<file path="config.mk">
export PLATFORM = sky130hd
export DESIGN_NAME = lpo_command_decoder
export DESIGN_NICKNAME = d
export VERILOG_FILES = /design/src/core/lpo_pkg.sv /design/src/core/lpo_frame_capture.sv /design/src/core/lpo_command_decoder.sv
export SDC_FILE = /design/constraint.sdc
export NUM_CORES = 1
export LEC_CHECK = 0
export ABC_AREA = 1
export BUFFER_PORTS_ARGS = -buffer_cell sky130_fd_sc_hd__buf_2
export CAP_MARGIN = 5
export CORE_MARGIN = 4
export CORE_UTILIZATION = 40
export DETAILED_ROUTE_END_ITERATION = 8
export GPL_ROUTABILITY_DRIVEN = 0
export PLACE_DENSITY = 0.6
export SLEW_MARGIN = 20
export SYNTH_ARGS = -nofsm -noshare
export SYNTH_HDL_FRONTEND = slang
export SYNTH_SLANG_ARGS = --single-unit
</file>
<file path="constraint.sdc">
create_clock -name clk -period 2.9 [get_ports clk]
set_clock_uncertainty 0.15 [all_clocks]
set_input_delay 0.435 -clock clk [delete_from_list [all_inputs] [get_ports clk]]
set_output_delay 0.435 -clock clk [all_outputs]
set_load 0.01 [all_outputs]
</file>
<file path="src/core/lpo_pkg.sv">
// shared constants for the lin position and otp command decoder
package lpo_pkg;
    // frame identifiers and command codes
    localparam logic [5:0] DIAG_ID        = 6'h3C;
    localparam logic [7:0] APP_PREFIX     = 8'h80;
    localparam logic [6:0] CMD_OTP        = 7'h10;
    localparam logic [6:0] CMD_MOVE       = 7'h0B;
    localparam logic [7:0] FILL_BYTE      = 8'hFF;
    localparam logic [3:0] OTP_ADDR_FILL  = 4'hF;
    localparam logic [1:0] GP_ID_TOP      = 2'h2;
    localparam logic [3:0] LEN2           = 4'h2;
    localparam logic [3:0] LEN4           = 4'h4;
    localparam logic [3:0] LEN8           = 4'h8;
    localparam logic [3:0] MAX_BYTES      = 4'h9;
    localparam logic [7:0] CSUM_GOOD      = 8'hFF;
    // register byte offsets
    localparam logic [7:0] REG_NODE_CFG   = 8'h00;
    localparam logic [7:0] REG_ID_CFG     = 8'h04;
    localparam logic [7:0] REG_TARGET     = 8'h08;
    localparam logic [7:0] REG_OTP_LAST   = 8'h0C;
    localparam logic [7:0] REG_REJECT     = 8'h10;
    // field positions
    localparam int STEP_SEL_POS   = 8;
    localparam int SHORT_ID_POS   = 8;
    localparam int GP_ID_POS      = 16;
    localparam int MULTI_ID_POS   = 24;
    localparam int MOVE_SEEN_POS  = 16;
    localparam int OTP_SEEN_POS   = 17;
    localparam int OTP_DATA_POS   = 8;
    // values after reset
    localparam logic [6:0] NODE_ADDR_RST  = 7'h00;
    localparam logic [1:0] STEP_SEL_RST   = 2'h0;
    localparam logic [5:0] ABS_ID_RST     = 6'h10;
    localparam logic [5:0] SHORT_ID_RST   = 6'h11;
    localparam logic [5:0] GP_ID_RST      = 6'h20;
    localparam logic [5:0] MULTI_ID_RST   = 6'h30;
    // half-step shift per step resolution: 1/2, 1/4, 1/8, 1/16
    localparam logic [3:0][1:0] HALF_SHIFT = {2'h3, 2'h2, 2'h1, 2'h0};
endpackage : lpo_pkg

</file>
<file path="src/core/lpo_frame_capture.sv">
// collects one lin frame and checks identifier parity and classic checksum
`timescale 1ns/10ps
module lpo_frame_capture
    import lpo_pkg::*;
(
    // clock and reset
    input  wire logic             clk,
    input  wire logic             rst_b,
    // byte stream from the lin link layer
    input  wire logic             lin_frame_start,
    input  wire logic [7:0]       lin_pid,
    input  wire logic             lin_byte_valid,
    input  wire logic [7:0]       lin_byte,
    input  wire logic             lin_frame_end,
    // captured frame
    output logic                  fr_ok,
    output logic                  fr_bad,
    output logic [5:0]            fr_id,
    output logic [3:0]            fr_len,
    output logic [7:0][7:0]       fr_data
);
    logic [7:0] mem_q [0:7];
    logic [7:0] pid_q;
    logic [3:0] cnt_q;
    logic [7:0] sum_q;
    logic       over_q;
    logic [8:0] sum_w;
    logic       par_ok;
    logic       len_ok;

    assign sum_w  = {1'b0, sum_q} + {1'b0, lin_byte};
    assign par_ok = (pid_q[6] == (pid_q[0] ^ pid_q[1] ^ pid_q[2] ^ pid_q[4]))
                  && (pid_q[7] == ~(pid_q[1] ^ pid_q[3] ^ pid_q[4] ^ pid_q[5]));
    assign len_ok = (cnt_q == LEN2 + 4'h1) || (cnt_q == LEN4 + 4'h1) || (cnt_q == LEN8 + 4'h1);

    always_ff @(posedge clk) begin
        if (!rst_b) begin
            pid_q  <= 8'h00;
            cnt_q  <= 4'h0;
            sum_q  <= 8'h00;
            over_q <= 1'b0;
        end else if (lin_frame_start) begin
            pid_q  <= lin_pid;
            cnt_q  <= 4'h0;
            sum_q  <= 8'h00;
            over_q <= 1'b0;
        end else if (lin_byte_valid) begin
            // end-around carry keeps the classic checksum rule
            sum_q <= sum_w[7:0] + {7'h00, sum_w[8]};
            if (cnt_q == MAX_BYTES) begin
                over_q <= 1'b1;
            end else begin
                cnt_q <= cnt_q + 4'h1;
            end
        end
    end

    always_ff @(posedge clk) begin
        if (lin_byte_valid && !lin_frame_start && cnt_q < LEN8) begin
            mem_q[cnt_q[2:0]] <= lin_byte;
        end
    end

    // checksum byte is summed in, so a clean frame totals all ones
    always_ff @(posedge clk) begin
        if (!rst_b) begin
            fr_ok  <= 1'b0;
            fr_bad <= 1'b0;
            fr_id  <= 6'h00;
            fr_len <= 4'h0;
        end else begin
            fr_ok  <= lin_frame_end && par_ok && len_ok && !over_q && sum_q == CSUM_GOOD;
            fr_bad <= lin_frame_end && !(par_ok && len_ok && !over_q && sum_q == CSUM_GOOD);
            if (lin_frame_end) begin
                fr_id  <= pid_q[5:0];
                fr_len <= cnt_q - 4'h1;
            end
        end
    end

    always_comb begin
        for (int i = 0; i < 8; i++) begin
            fr_data[i] = mem_q[i];
        end
    end
endmodule : lpo_frame_capture

</file>
<file path="src/core/lpo_command_decoder.sv">
// lin position and otp command decoder with avalon register slave
// Operation
// - otp request: diagnostic id, prefix 0x80, command 0x10, value fifth, three 0xFF fill
// - otp byte address top bit arrives inverted and is complemented before use
// - zero broadcast flag makes every node program otp regardless of address
// - two-byte absolute move on direct id with bit 5 zero, high byte first
// - four-byte general move: id bits 5:4 = 10, command 0x0B, address, target
// - zero broadcast in general move makes every node take the target
// - two-motor frame on diagnostic id: prefix, 0x0B, then address plus target pairs
// - node loads only the target paired with its own matching address field
// - full targets are signed sixteen-bit two's complement values
// - short target is eleven bits in half-step units
// - short move keeps step resolution but lands on a half-step multiple
// - short frames match four address bits against stored physical address low bits
// - short frame: target 10:8 in bits 7:5, broadcast bit 4, address 3:0
// - zero broadcast in short frame makes every node take the short target
// - identifier parity bits are checked on every frame
//
// The register offsets and the Avalon-MM slave port are this design's own decisions.
`timescale 1ns/10ps
module lpo_command_decoder
    import lpo_pkg::*;
(
    // clock and reset
    input  wire logic             clk,
    input  wire logic             rst_b,
    // avalon-mm slave
    input  wire logic [7:0]       avs_address,
    input  wire logic             avs_read,
    input  wire logic             avs_write,
    input  wire logic [31:0]      avs_writedata,
    input  wire logic [3:0]       avs_byteenable,
    output logic [31:0]           avs_readdata,
    output logic                  avs_waitrequest,
    // lin link layer byte stream
    input  wire logic             lin_frame_start,
    input  wire logic [7:0]       lin_pid,
    input  wire logic             lin_byte_valid,
    input  wire logic [7:0]       lin_byte,
    input  wire logic             lin_frame_end,
    // positioner target
    output logic                  move_valid,
    output logic [15:0]           move_target,
    output logic                  move_short,
    // otp programming request
    output logic                  otp_write,
    output logic [3:0]            otp_byte_addr,
    output logic [7:0]            otp_byte_data
);
    logic             fr_ok;
    logic             fr_bad;
    logic [5:0]       fr_id;
    logic [3:0]       fr_len;
    logic [7:0][7:0]  d;

    logic [6:0]       node_addr_q;
    logic [1:0]       step_resolution_select_q;
    logic [5:0]       abs_id_q;
    logic [5:0]       short_id_q;
    logic [5:0]       gp_id_q;
    logic [5:0]       multi_id_q;
    logic             move_seen_q;
    logic             otp_seen_q;
    logic [7:0]       reject_cnt_q;

    logic             otp_hit_d;
    logic [3:0]       otp_addr_d;
    logic             mv_hit_d;
    logic             mv_short_d;
    logic [15:0]      mv_pos_d;
    logic [10:0]      pos11_d;
    logic [3:0]       stored_physical_addr_low;
    logic             bus_req;
    logic             bus_done;
    logic [31:0]      wmask;
    logic [31:0]      rdata_d;

    lpo_frame_capture u_capture (
        .clk             (clk),
        .rst_b           (rst_b),
        .lin_frame_start (lin_frame_start),
        .lin_pid         (lin_pid),
        .lin_byte_valid  (lin_byte_valid),
        .lin_byte        (lin_byte),
        .lin_frame_end   (lin_frame_end),
        .fr_ok           (fr_ok),
        .fr_bad          (fr_bad),
        .fr_id           (fr_id),
        .fr_len          (fr_len),
        .fr_data         (d)
    );

    assign stored_physical_addr_low = node_addr_q[3:0];

    // frame decode; the id checks run in a fixed order so overlapping ids pick the first
    always_comb begin
        otp_hit_d  = 1'b0;
        otp_addr_d = 4'h0;
        mv_hit_d   = 1'b0;
        mv_short_d = 1'b0;
        mv_pos_d   = 16'h0000;
        pos11_d    = 11'h000;
        if (fr_ok) begin
            if (fr_id == DIAG_ID && fr_len == LEN8 && d[0] == APP_PREFIX && d[1][7]) begin
                if (d[1][6:0] == CMD_OTP && d[3][7:4] == OTP_ADDR_FILL && d[5] == FILL_BYTE
                    && d[6] == FILL_BYTE && d[7] == FILL_BYTE
                    && (!d[2][7] || d[2][6:0] == node_addr_q)) begin
                    otp_hit_d  = 1'b1;
                    otp_addr_d = {~d[3][3], d[3][2:0]};
                end else if (d[1][6:0] == CMD_MOVE) begin
                    if (d[2][7] && d[2][6:0] == node_addr_q) begin
                        mv_hit_d = 1'b1;
                        mv_pos_d = {d[3], d[4]};
                    end else if (d[5][7] && d[5][6:0] == node_addr_q) begin
                        mv_hit_d = 1'b1;
                        mv_pos_d = {d[6], d[7]};
                    end
                end
            end else if (fr_id == abs_id_q && !fr_id[5] && fr_len == LEN2) begin
                mv_hit_d = 1'b1;
                mv_pos_d = {d[0], d[1]};
            end else if (fr_id == gp_id_q && fr_id[5:4] == GP_ID_TOP && fr_len == LEN4
                         && d[0] == {1'b1, CMD_MOVE}
                         && (!d[1][7] || d[1][6:0] == node_addr_q)) begin
                mv_hit_d = 1'b1;
                mv_pos_d = {d[2], d[3]};
            end else if (fr_id == short_id_q && !fr_id[5] && fr_len == LEN2
                         && (!d[0][4] || d[0][3:0] == stored_physical_addr_low)) begin
                mv_hit_d   = 1'b1;
                mv_short_d = 1'b1;
                pos11_d    = {d[0][7:5], d[1]};
            end else if (fr_id == multi_id_q && fr_id[5] && (fr_len == LEN4 || fr_len == LEN8)) begin
                // two- and four-motor short frames: first matching pair wins
                for (int i = 0; i < 4; i++) begin
                    if (!mv_hit_d && 4'(2 * i) < fr_len && d[2 * i][4]
                        && d[2 * i][3:0] == stored_physical_addr_low) begin
                        mv_hit_d   = 1'b1;
                        mv_short_d = 1'b1;
                        pos11_d    = {d[2 * i][7:5], d[2 * i + 1]};
                    end
                end
            end
        end
        if (mv_short_d) begin
            // half steps scaled to the programmed resolution keep the end on a half step
            mv_pos_d = 16'({{5{pos11_d[10]}}, pos11_d} <<< HALF_SHIFT[step_resolution_select_q]);
        end
    end

    // outputs toward positioner and otp; only a clean frame gets here
    always_ff @(posedge clk) begin
        if (!rst_b) begin
            move_valid    <= 1'b0;
            move_target   <= 16'h0000;
            move_short    <= 1'b0;
            otp_write     <= 1'b0;
            otp_byte_addr <= 4'h0;
            otp_byte_data <= 8'h00;
        end else begin
            move_valid <= mv_hit_d;
            otp_write  <= otp_hit_d;
            if (mv_hit_d) begin
                move_target <= mv_pos_d;
                move_short  <= mv_short_d;
            end
            if (otp_hit_d) begin
                otp_byte_addr <= otp_addr_d;
                otp_byte_data <= d[4];
            end
        end
    end

    // avalon: one wait cycle per access, then a single completing edge
    assign bus_req  = avs_read || avs_write;
    assign bus_done = bus_req && !avs_waitrequest;
    assign wmask    = {{8{avs_byteenable[3]}}, {8{avs_byteenable[2]}},
                       {8{avs_byteenable[1]}}, {8{avs_byteenable[0]}}};

    always_ff @(posedge clk) begin
        if (!rst_b) begin
            avs_waitrequest <= 1'b1;
        end else begin
            avs_waitrequest <= !(bus_req && avs_waitrequest);
        end
    end

    always_comb begin
        rdata_d = 32'h0000_0000;
        case (avs_address)
            REG_NODE_CFG: begin
                rdata_d[6:0]                       = node_addr_q;
                rdata_d[STEP_SEL_POS +: 2]         = step_resolution_select_q;
            end
            REG_ID_CFG: begin
                rdata_d[5:0]                       = abs_id_q;
                rdata_d[SHORT_ID_POS +: 6]         = short_id_q;
                rdata_d[GP_ID_POS +: 6]            = gp_id_q;
                rdata_d[MULTI_ID_POS +: 6]         = multi_id_q;
            end
            REG_TARGET: begin
                rdata_d[15:0]                      = move_target;
                rdata_d[MOVE_SEEN_POS]             = move_seen_q;
                rdata_d[OTP_SEEN_POS]              = otp_seen_q;
            end
            REG_OTP_LAST: begin
                rdata_d[3:0]                       = otp_byte_addr;
                rdata_d[OTP_DATA_POS +: 8]         = otp_byte_data;
            end
            REG_REJECT: begin
                rdata_d[7:0]                       = reject_cnt_q;
            end
            default: begin
                rdata_d = 32'h0000_0000;
            end
        endcase
    end

    always_ff @(posedge clk) begin
        if (!rst_b) begin
            avs_readdata <= 32'h0000_0000;
        end else if (avs_read && avs_waitrequest) begin
            avs_readdata <= rdata_d;
        end
    end

    always_ff @(posedge clk) begin
        if (!rst_b) begin
            node_addr_q              <= NODE_ADDR_RST;
            step_resolution_select_q <= STEP_SEL_RST;
            abs_id_q                 <= ABS_ID_RST;
            short_id_q               <= SHORT_ID_RST;
            gp_id_q                  <= GP_ID_RST;
            multi_id_q               <= MULTI_ID_RST;
        end else if (bus_done && avs_write) begin
            if (avs_address == REG_NODE_CFG && avs_byteenable[0]) begin
                node_addr_q <= avs_writedata[6:0];
            end
            if (avs_address == REG_NODE_CFG && avs_byteenable[1]) begin
                step_resolution_select_q <= avs_writedata[STEP_SEL_POS +: 2];
            end
            if (avs_address == REG_ID_CFG) begin
                abs_id_q   <= (avs_writedata[5:0] & wmask[5:0]) | (abs_id_q & ~wmask[5:0]);
                short_id_q <= avs_byteenable[1] ? avs_writedata[SHORT_ID_POS +: 6] : short_id_q;
                gp_id_q    <= avs_byteenable[2] ? avs_writedata[GP_ID_POS +: 6] : gp_id_q;
                multi_id_q <= avs_byteenable[3] ? avs_writedata[MULTI_ID_POS +: 6] : multi_id_q;
            end
        end
    end

    // sticky status: a new event in the clearing cycle wins over the clear
    always_ff @(posedge clk) begin
        if (!rst_b) begin
            move_seen_q  <= 1'b0;
            otp_seen_q   <= 1'b0;
            reject_cnt_q <= 8'h00;
        end else begin
            if (mv_hit_d) begin
                move_seen_q <= 1'b1;
            end else if (bus_done && avs_write && avs_address == REG_TARGET
                         && avs_byteenable[2] && avs_writedata[MOVE_SEEN_POS]) begin
                move_seen_q <= 1'b0;
            end
            if (otp_hit_d) begin
                otp_seen_q <= 1'b1;
            end else if (bus_done && avs_write && avs_address == REG_TARGET
                         && avs_byteenable[2] && avs_writedata[OTP_SEEN_POS]) begin
                otp_seen_q <= 1'b0;
            end
            if (fr_bad) begin
                reject_cnt_q <= (reject_cnt_q == 8'hFF) ? reject_cnt_q : reject_cnt_q + 8'h01;
            end else if (bus_done && avs_write && avs_address == REG_REJECT) begin
                reject_cnt_q <= 8'h00;
            end
        end
    end
endmodule : lpo_command_decoder

</file>
* Word level (Yosys, flattened, before mapping)
Memories as Yosys holds them, arrays and structs flattened. Cells that the tools add are included.
Operators by class: eq/ne operators 36, $mul 0, shift-type cells 1, add/sub/neg operators 5, mux-type cells 87, magnitude comparators 6, reductions and logical operators 87, div/mod/pow operators 0, bitwise logic cells 14
Operator list (count):
- 16-bit two-way mux | 9
- 11-bit two-way mux | 10
- 8-bit == test, second input constant | 7
- 1-bit logical AND | 54
- 1-bit two-way mux | 50
- 6-bit == test | 4
- 8-bit two-way mux | 3
- 7-bit == test | 3
- 4-bit one-hot mux with 5 select lines | 1
- 4-bit == test | 4
- 8-bit by 4-bit == test with 1-bit output, second input constant | 2
- 4-bit two-way mux | 4
- 2-bit one-hot mux with 4 select lines | 2
- 16-bit by 2-bit <<< shifter with 16-bit output | 1
- 6-bit AND | 2
- 4-bit == test, second input constant | 3
- 1-bit logical NOT | 12
- 4-bit one-hot mux with 3 select lines | 1
- 2-bit AND reduction | 6
- 8-bit by 8-bit adder with 9-bit output | 1
- 3-bit AND reduction | 3
- 8-bit by 1-bit adder with 8-bit output | 1
- 8-bit by 1-bit adder with 8-bit output, second input constant | 1
- 4-bit by 2-bit == test with 1-bit output, second input constant | 2
- 30 further kinds | 50
Storage, ports and cells: bits in writable memories 64, latch bits 0, word-level logic and storage cells 262, memories kept 1, bits in registers 136, input port bits 67, output and inout bits 64, memory bits (read-only) 0
Memory list:
- u_capture.mem_q | depth 8, width 8, rd ports 8, clocked after memory_dff 0, write ports 1, line lpo_frame_capture.sv:22 | logic [7:0] mem_q [0:7];

* Longest topological paths before layout
Gate-level depths: netlist of run 1.
word-level depth 45, mapped depth 20

* By module
A second synthesis of run 1 with hierarchy kept.
Second synthesis, totals: cell total of the unflattened synthesis 1507, area total of the unflattened synthesis 11031.8 sq um
Modules (own cells, without submodules):
- lpo_command_decoder | area each 7139.3 sq um, cells an instance 1159, instances 1, seq. area each 2062.0 sq um
- lpo_frame_capture | area each 3892.5 sq um, cells an instance 348, instances 1, seq. area each 2582.5 sq um

* Worst setup path after synthesis of run 1
No wires, ideal clock.
kind input -> register, start point input lin_byte[0], end point register u_capture.sum_q[6], stages 15, data arrival time 2.530 ns, slack 0.104 ns, data required time 2.635 ns, cell sequence ha_1 > fa_1 > nand3_1 > nand3_1 > a21oi_1 > o21bai_1 > a21oi_1 > o21bai_1 > ha_1 > ha_1 > nand4_1 > nor3_1 > xnor2_1 > o21ai_0 > inv_1
On the way: longest elaborated chain between the ends 2
Ends and longest elaborated chain:
- start: declaration | line lpo_command_decoder.sv:39 | input wire logic [7:0] lin_byte,
- 8-bit by 8-bit adder with 9-bit output | line lpo_frame_capture.sv:31 | assign sum_w = {1'b0, sum_q} + {1'b0, lin_byte};
- 8-bit by 1-bit adder with 8-bit output | line lpo_frame_capture.sv:49 | sum_q <= sum_w[7:0] + {7'h00, sum_w[8]};
- end signal: assignment | line lpo_frame_capture.sv:49
- end: declaration | line lpo_frame_capture.sv:25 | logic [7:0] sum_q;
Every way passes these cells. A chain may end at the register's enable or synchronous reset.

* Worst setup path after layout of run 1
start point register u_capture.sum_q[0], end point register u_capture.sum_q[7]
On the way: longest elaborated chain between the ends 2
Ends and longest elaborated chain (line):
- 8-bit by 8-bit adder with 9-bit output | lpo_frame_capture.sv:31
- 8-bit by 1-bit adder with 8-bit output | lpo_frame_capture.sv:49
Every way passes these cells.

==> reports/results.tsv, run 1 <==
stage	metric	value	unit
global_routing	grt_util_all_layers	23.0	%
global_routing	grt_pass1_wl	52.4	mm
pwr	ir_drop	0.305	mV
yosys	netlist_instances	1432	
clocking	cts_tree	built	
clocking	insertion_delay	0.44	ns
yosys	ys_seq_area_share	43.7	%
floorplanning	dieWidth	171	µm
clocking	clk_root_buffer_cell	clkbuf_16	
setup_path	crit_top_cell	o21bai_1	
yosys	synth_cell_types	52	
route	wl	34.0	mm
finish	areaGrowthSynthToFinish	17.9	%
route	wl_per_cell	17.6	µm
route	drtIter0Drc	1129	
setup_path	required	3.08	ns
timing	tightest_slew	0.667	ns
status	outcome	finished clean	
setup_path	cp_slowest_stage_delay	0.37	ns
yosys	syn_avg_cell_area	7.42	µm²
finish	n_antenna_cell	0	
yosys	ys_warn_count	0	
timing	setup_viol	0	
route	drt-pass1-iter-count	5	
global_routing	grt_overflow	0	
finish	layout_common_cells	nand2_1 (282), inv_1 (170), nor2_1 (159)	
clocking	ctsHoldBuffers	0	
timing	fmax	370	MHz
setup_path	cp_cell_sequence	ha_2, fa_2, nand3_1, nand3_2, a21oi_2, o21bai_1, a21oi_1, o21bai_1, ha_1, nand2_1, nor4_4, nor3b_2, xor2_1, o21ai_0, inv_1	
global_routing	grt_max_degree	60	
floorplanning	fp.dieH	171	µm
timing	post-route-period-util	93.1	%
setup_path	crit_path_start_kind	flop	
route	vias	10200	
setup_path	slowest_stage	fa_2	
global_routing	grt_pass1_vias	9302	
placement	post-dp-hpwl	26.5	mm
timing	slew_headroom	55.5	%
clocking	htreeDepth	4	
yosys	netlist_area	10600	µm²
timing	hold_viol	0	
pwr	fin_total_pwr	5780	µW
setup_path	path_class	flop to flop	
global_routing	antenna_found_initial	0	
pwr	powerDensity	461	nW/µm²
setup_path	crit_start	u_capture.sum_q[0]$_SDFFE_PP0P_	
setup_path	cp.arrival	2.88	ns
finish	drive_gt1_share	15.9	%
route	antenna_left	0	
floorplanning	io_pins	131	
placement	placed_area	11900	µm²
min_path	hold_path.class	input pin to flop	
finish	final_common_cell	nand2_1	
route	vias_per_cell	5.31	
yosys	ys_ff_latch	200	
timing	hold-worst-slack	0.0441	ns
min_path	hold_path.startpoint	avs_writedata[28]	
route	drc	0	
clocking	clock-sinks	200	
floorplanning	rows	59	
finish	fin_area	12500	µm²
timing	maxSlewViolCount	0	
floorplanning	core-area	26100	µm²
floorplanning	die_area	29200	µm²
finish	num-nets-final	1662	
floorplanning	initial_core_util	40.7	%
timing	period_minus_slack	2.70	ns
pwr	p_leak	0.00565	µW
placement	io_buffers	119	
clocking	numCtsBuffers	17	
setup_path	r2r_start	u_capture.sum_q[0]$_SDFFE_PP0P_	
run	cap_violations	0	
clocking	clockBufferDepth	2	
clocking	path_clk_slew	0.08	ns
setup_path	endpoint_kind	flop	
setup_path	worst-path-max-fanout	3	
-- synth_stat cells, drive strengths merged --
cell type / number / area share, %
xor2: 20 / 1.6
a22o: 3 / 0.25
nand3b: 7 / 0.49
ha: 14 / 1.6
mux2i: 3 / 0.28
nor3: 21 / 1.1
nand4: 29 / 1.8
o211ai: 16 / 1.1
nand3: 116 / 5.6
edfxtp: 64 / 18
fa: 1 / 0.19
inv: 175 / 6.2
o21ai: 128 / 6.1
clkinv: 6 / 0.21
nand2: 290 / 11
a221oi: 4 / 0.33
clkbuf: 34 / 1.2
o21a: 2 / 0.14
dfxtp: 136 / 26
nor2: 163 / 5.9
o21bai: 2 / 0.14
o221ai: 4 / 0.33
dlygate4sd1: 1 / 0.082
and3: 2 / 0.12
nor3b: 1 / 0.071
xnor2: 19 / 1.6
nor4: 10 / 0.73
buf: 24 / 1.5
a211oi: 15 / 1.1
o2111ai: 1 / 0.082
a21oi: 99 / 4.8
or2: 5 / 0.29
a31oi: 1 / 0.059
o22ai: 15 / 0.88
conb: 1 / 0.035
-- cell families (layout without fill, tap and decap cells) --
logic type,Yosys count,in the layout,synth area share [%]
buffers and inverters,240,398,9.15
AND/OR/NAND/NOR,644,644,26.5
other,1,4,0.0353
AO/OA/AOI/OAI,290,290,15.3
XOR/XNOR,39,39,3.21
adder cells (fa/ha/maj),15,15,1.84
multiplexers,3,3,0.283
flip-flops,200,200,43.7
-- sequential cells by signal, indices dropped and copies added, names as in the netlist, 6 cells and up, named ones only --
signal / count
u_capture.mem_q: 64
avs_readdata: 28
move_target: 16
otp_byte_data: 8
reject_cnt_q: 8
u_capture.pid_q: 8
u_capture.sum_q: 8
node_addr_q: 7
gp_id_q: 6
multi_id_q: 6
short_id_q: 6
u_capture.fr_id: 6
-- critical path, delay by kind of cell (launching register included) --
kind	cells	cell delay, ns
simple gates	5	0.54
compound gates	5	0.60
fa+ha+maj	3	0.77
xor+xnor	1	0.14
buf+inv	1	0.06
flops	1	0.33
-- through the flow --
stage                     setup slack, ns  util [%]  TNS [ns]  cells
final                               0.200      48.0         0   1928
after global routing             -0.00586      48.0   -0.0114   1928
after CTS                          0.0170      47.8         0   1928
after detailed placement           -0.221      45.5    -0.742   1896
after global placement             -0.160      45.5    -0.454   1896
after floorplan                     0.104         -         0   1435
-- metal layers --
metal / global-route usage, % / vias up / share of wire, %
met4: 6.68 / 0 / 2.5
met1: 33.9 / 4745 / 47
met2: 35.0 / 375 / 44
met3: 3.56 / 47 / 7.2
met5: 0 / - / 0
li1: - / 5063 / -
-- layout make-up --
| class | instances | area, µm² |
|---|---|---|
| well taps | 335 | 419 |
| inverters | 181 | 683 |
| fillers | 2639 | 13600 |
| clock inverters | 13 | 136 |
| multi-input cells | 995 | 5080 |
| clock buffers | 19 | 443 |
| flip-flops and latches | 200 | 4650 |
| repair buffers | 185 | 1130 |
-- final timing paths --
path	to	slack [ns]	depth (start not counted)
worst max-delay path	u_capture.sum_q[7]$_SDFFE_PP0P_	0.20	15
worst min-delay path	multi_id_q[4]$_SDFFE_PN1P_	0.04	3
worst max register to register	u_capture.sum_q[7]$_SDFFE_PP0P_	0.20	15
worst min register to register	avs_waitrequest$_SDFF_PN1_	0.31	1
-- where the power goes --
group	leakage [µW]	internal, µW	switching (µW)
Clock	0.000286	1170	1160
Combinational	0.00368	179	284
Sequential	0.00168	2940	52.9
Total	0.00565	4290	1500
-- what timing repair did --
| action | CTS | global route |
|---|---|---|
| setup buffers | 0 | 0 |
| setup endpoints to repair | 1 | 21 |
| gates resized for setup | 1 | 15 |
| pin swaps | 0 | 4 |
Note: power is estimated with default switching activity, not from simulation.
==> run 2: changes to the inputs <==
==> constraint.sdc (replaced) <==
create_clock -name clk -period 2.3 [get_ports clk]
set_clock_uncertainty 0.15 [all_clocks]
set_input_delay 0.345 -clock clk [delete_from_list [all_inputs] [get_ports clk]]
set_output_delay 0.345 -clock clk [all_outputs]
set_load 0.01 [all_outputs]
==> run 2 against run 1 <==
Against the previous run: utilization grew 9.4 points; maximum frequency grew 2.3%; largest power group unchanged; critical path type unchanged; via count grew 8.8%; clock power grew 34%; critical path depth is the same; the flow now finishes with violations (setup timing).
==> reports/results.tsv, run 2 (synthesis results as in run 1) <==
stage	metric	value	unit
floorplanning	fp.dieH	171	µm
run	cap_violations	0	
timing	setup_slack	-0.338	ns
placement	placed_area	12900	µm²
clocking	path_clk_slew	0.08	ns
global_routing	grt_util_all_layers	24.3	%
pwr	ir_drop	0.397	mV
floorplanning	initial_core_util	40.7	%
floorplanning	die_area	29200	µm²
min_path	hold_path.class	input pin to flop	
setup_path	endpoint	u_capture.sum_q[7]$_SDFFE_PP0P_	
finish	areaGrowthSynthToFinish	41.0	%
floorplanning	rows	59	
global_routing	grt_pass1_wl	55.9	mm
clocking	cts_tree	built	
route	vias	11100	
pwr	p_leak	0.00674	µW
timing	post-route-period-util	115	%
route	drtIter0Drc	999	
global_routing	antenna_found_initial	0	
min_path	min_path_cells	3	
finish	register_area	4660	µm²
pwr	powerDensity	509	nW/µm²
global_routing	grt_pass1_vias	10300	
global_routing	grt_overflow	0	
timing	hold_viol	0	
finish	drive_gt1_share	34.4	%
finish	layout_common_cells	nand2_1 (215), buf_4 (168), inv_1 (163)	
route	wl	37.1	mm
status	outcome	finished, violations left	
timing	setup_tns	-2.65	ns
clocking	clockBufferDepth	2	
timing	hold-worst-slack	0.0151	ns
setup_path	rr_worst_depth	15	
setup_path	path_class	flop to flop	
finish	n_antenna_cell	0	
placement	dpl_worst_slack	-0.492	ns
setup_path	crit_start	u_capture.sum_q[0]$_SDFFE_PP0P_	
global_routing	use_met3	3.95	%
setup_path	r2r_start	u_capture.sum_q[0]$_SDFFE_PP0P_	
global_routing	use_met2	39.2	%
floorplanning	dieWidth	171	µm
finish	n_fill_cell	2413	
timing	fmax	379	MHz
timing	slew_headroom	59.3	%
route	vias_per_cell	5.32	
route	wl_per_cell	17.7	µm
setup_path	r2r_slack	-0.34	ns
setup_path	worst-path-max-fanout	2	
finish	post-route-util	57.4	%
finish	final_common_cell	nand2_1	
route	drc	0	
setup_path	crit_path_start_kind	flop	
setup_path	required	2.49	ns
timing	tightest_slew	0.609	ns
clocking	clock-sinks	200	
finish	fin_area	15000	µm²
status	violations	setup timing	
timing	setup_viol	22	
global_routing	use_met1	33.8	%
timing	rsz0062_at_grt	yes	
placement	io_buffers	119	
global_routing	grt_max_degree	60	
setup_path	endpoint_kind	flop	
route	drt-pass1-iter-count	6	
finish	num-nets-final	1827	
timing	maxSlewViolCount	0	
finish	multi_input_area	5920	µm²
clocking	clk_root_buffer_cell	clkbuf_16	
route	antenna_left	0	
placement	post-dp-hpwl	27.9	mm
setup_path	r2r_end	u_capture.sum_q[7]$_SDFFE_PP0P_	
clocking	htreeDepth	4	
clocking	insertion_delay	0.45	ns
global_routing	busiest_layer	met2	
floorplanning	io_pins	131	
setup_path	cp.arrival	2.83	ns
floorplanning	core-area	26100	µm²
timing	period_minus_slack	2.64	ns
finish	largest_reg_flops	64	
clocking	numCtsBuffers	17	
[run 2: cell types whose count changed in the layout (fill, tap and decap cells not counted), sizes merged]
cell and delta:
clkinvlp +1, dlygate4sd3 +17, clkinv -4, inv +4
clkbuf +1, buf +146
[run 2: what timing repair did]
action	CTS	global route
endpoints found under the hold margin	17	0
gates resized for setup	125	173
setup buffers	14	16
pin swaps	49	97
cloned	6	2
endpoints found under the setup margin	24	39
hold buffers	17	0
[run 2: worst min path at each step]
stage / from / endpoint / slack [ns]
floorplan: lin_frame_end / u_capture.fr_len[0]$_SDFFE_PN0P_ / 0.28
global placement: avs_waitrequest$_SDFF_PN1_ / avs_waitrequest$_SDFF_PN1_ / 0.28
detailed placement: avs_waitrequest$_SDFF_PN1_ / avs_waitrequest$_SDFF_PN1_ / 0.29
CTS: avs_writedata[4] / flop / 0.0004
global route: avs_writedata[6] / node_addr_q[6]$_SDFFE_PN0P_ / 0.02
finish: avs_writedata[4] / flop / 0.02
[run 2: where the power goes]
group / total, µW / switching [µW] / leakage [µW] / internal, µW
clock network: 3130 / 1560 / 0.000301 / 1560
logic: 750 / 423 / 0.00475 / 327
registers: 3760 / 54.7 / 0.00169 / 3700
total: 7630 / 2040 / 0.00674 / 5590
[run 2: worst max-delay path, stage by stage (launching register included)]
cell and delay [ns]:
dfxtp_2 0.34, ha_4 0.16, fa_2 0.41, nand3_2 0.07, nand3_2 0.07, a21oi_2 0.12, o21bai_1 0.09, a21oi_1 0.16
o21bai_1 0.12, ha_2 0.21, nand2_2 0.10, nor4_4 0.04, nor3b_2 0.17, xor2_1 0.17, o21ai_1 0.11, inv_1 0.04
[run 2: metal layers]
metal,routed length (µm),vias up
met5,0,-
met4,847,0
met3,2670,59
met2,17400,434
met1,16200,5236
li1,-,5404
[run 2: through the flow]
step / power, µW / instances
floorplan: 4190 / 1435
finish: 7630 / 2093
global placement: 4510 / 2010
global route: 7880 / 2093
detailed placement: 4520 / 2010
CTS: 7650 / 2078
[run 2: final cells by class]
cell class                      count  area share [%]
Timing Repair Buffer              349            17.8
Clock buffer                       19            3.10
Inverter                          181            4.66
Sequential cell                   200            31.1
Clock inverter                     13           0.960
Timing Repair inverter              1          0.0501
Multi-Input combinational cell    995            39.5
Tap cell                          335            2.80
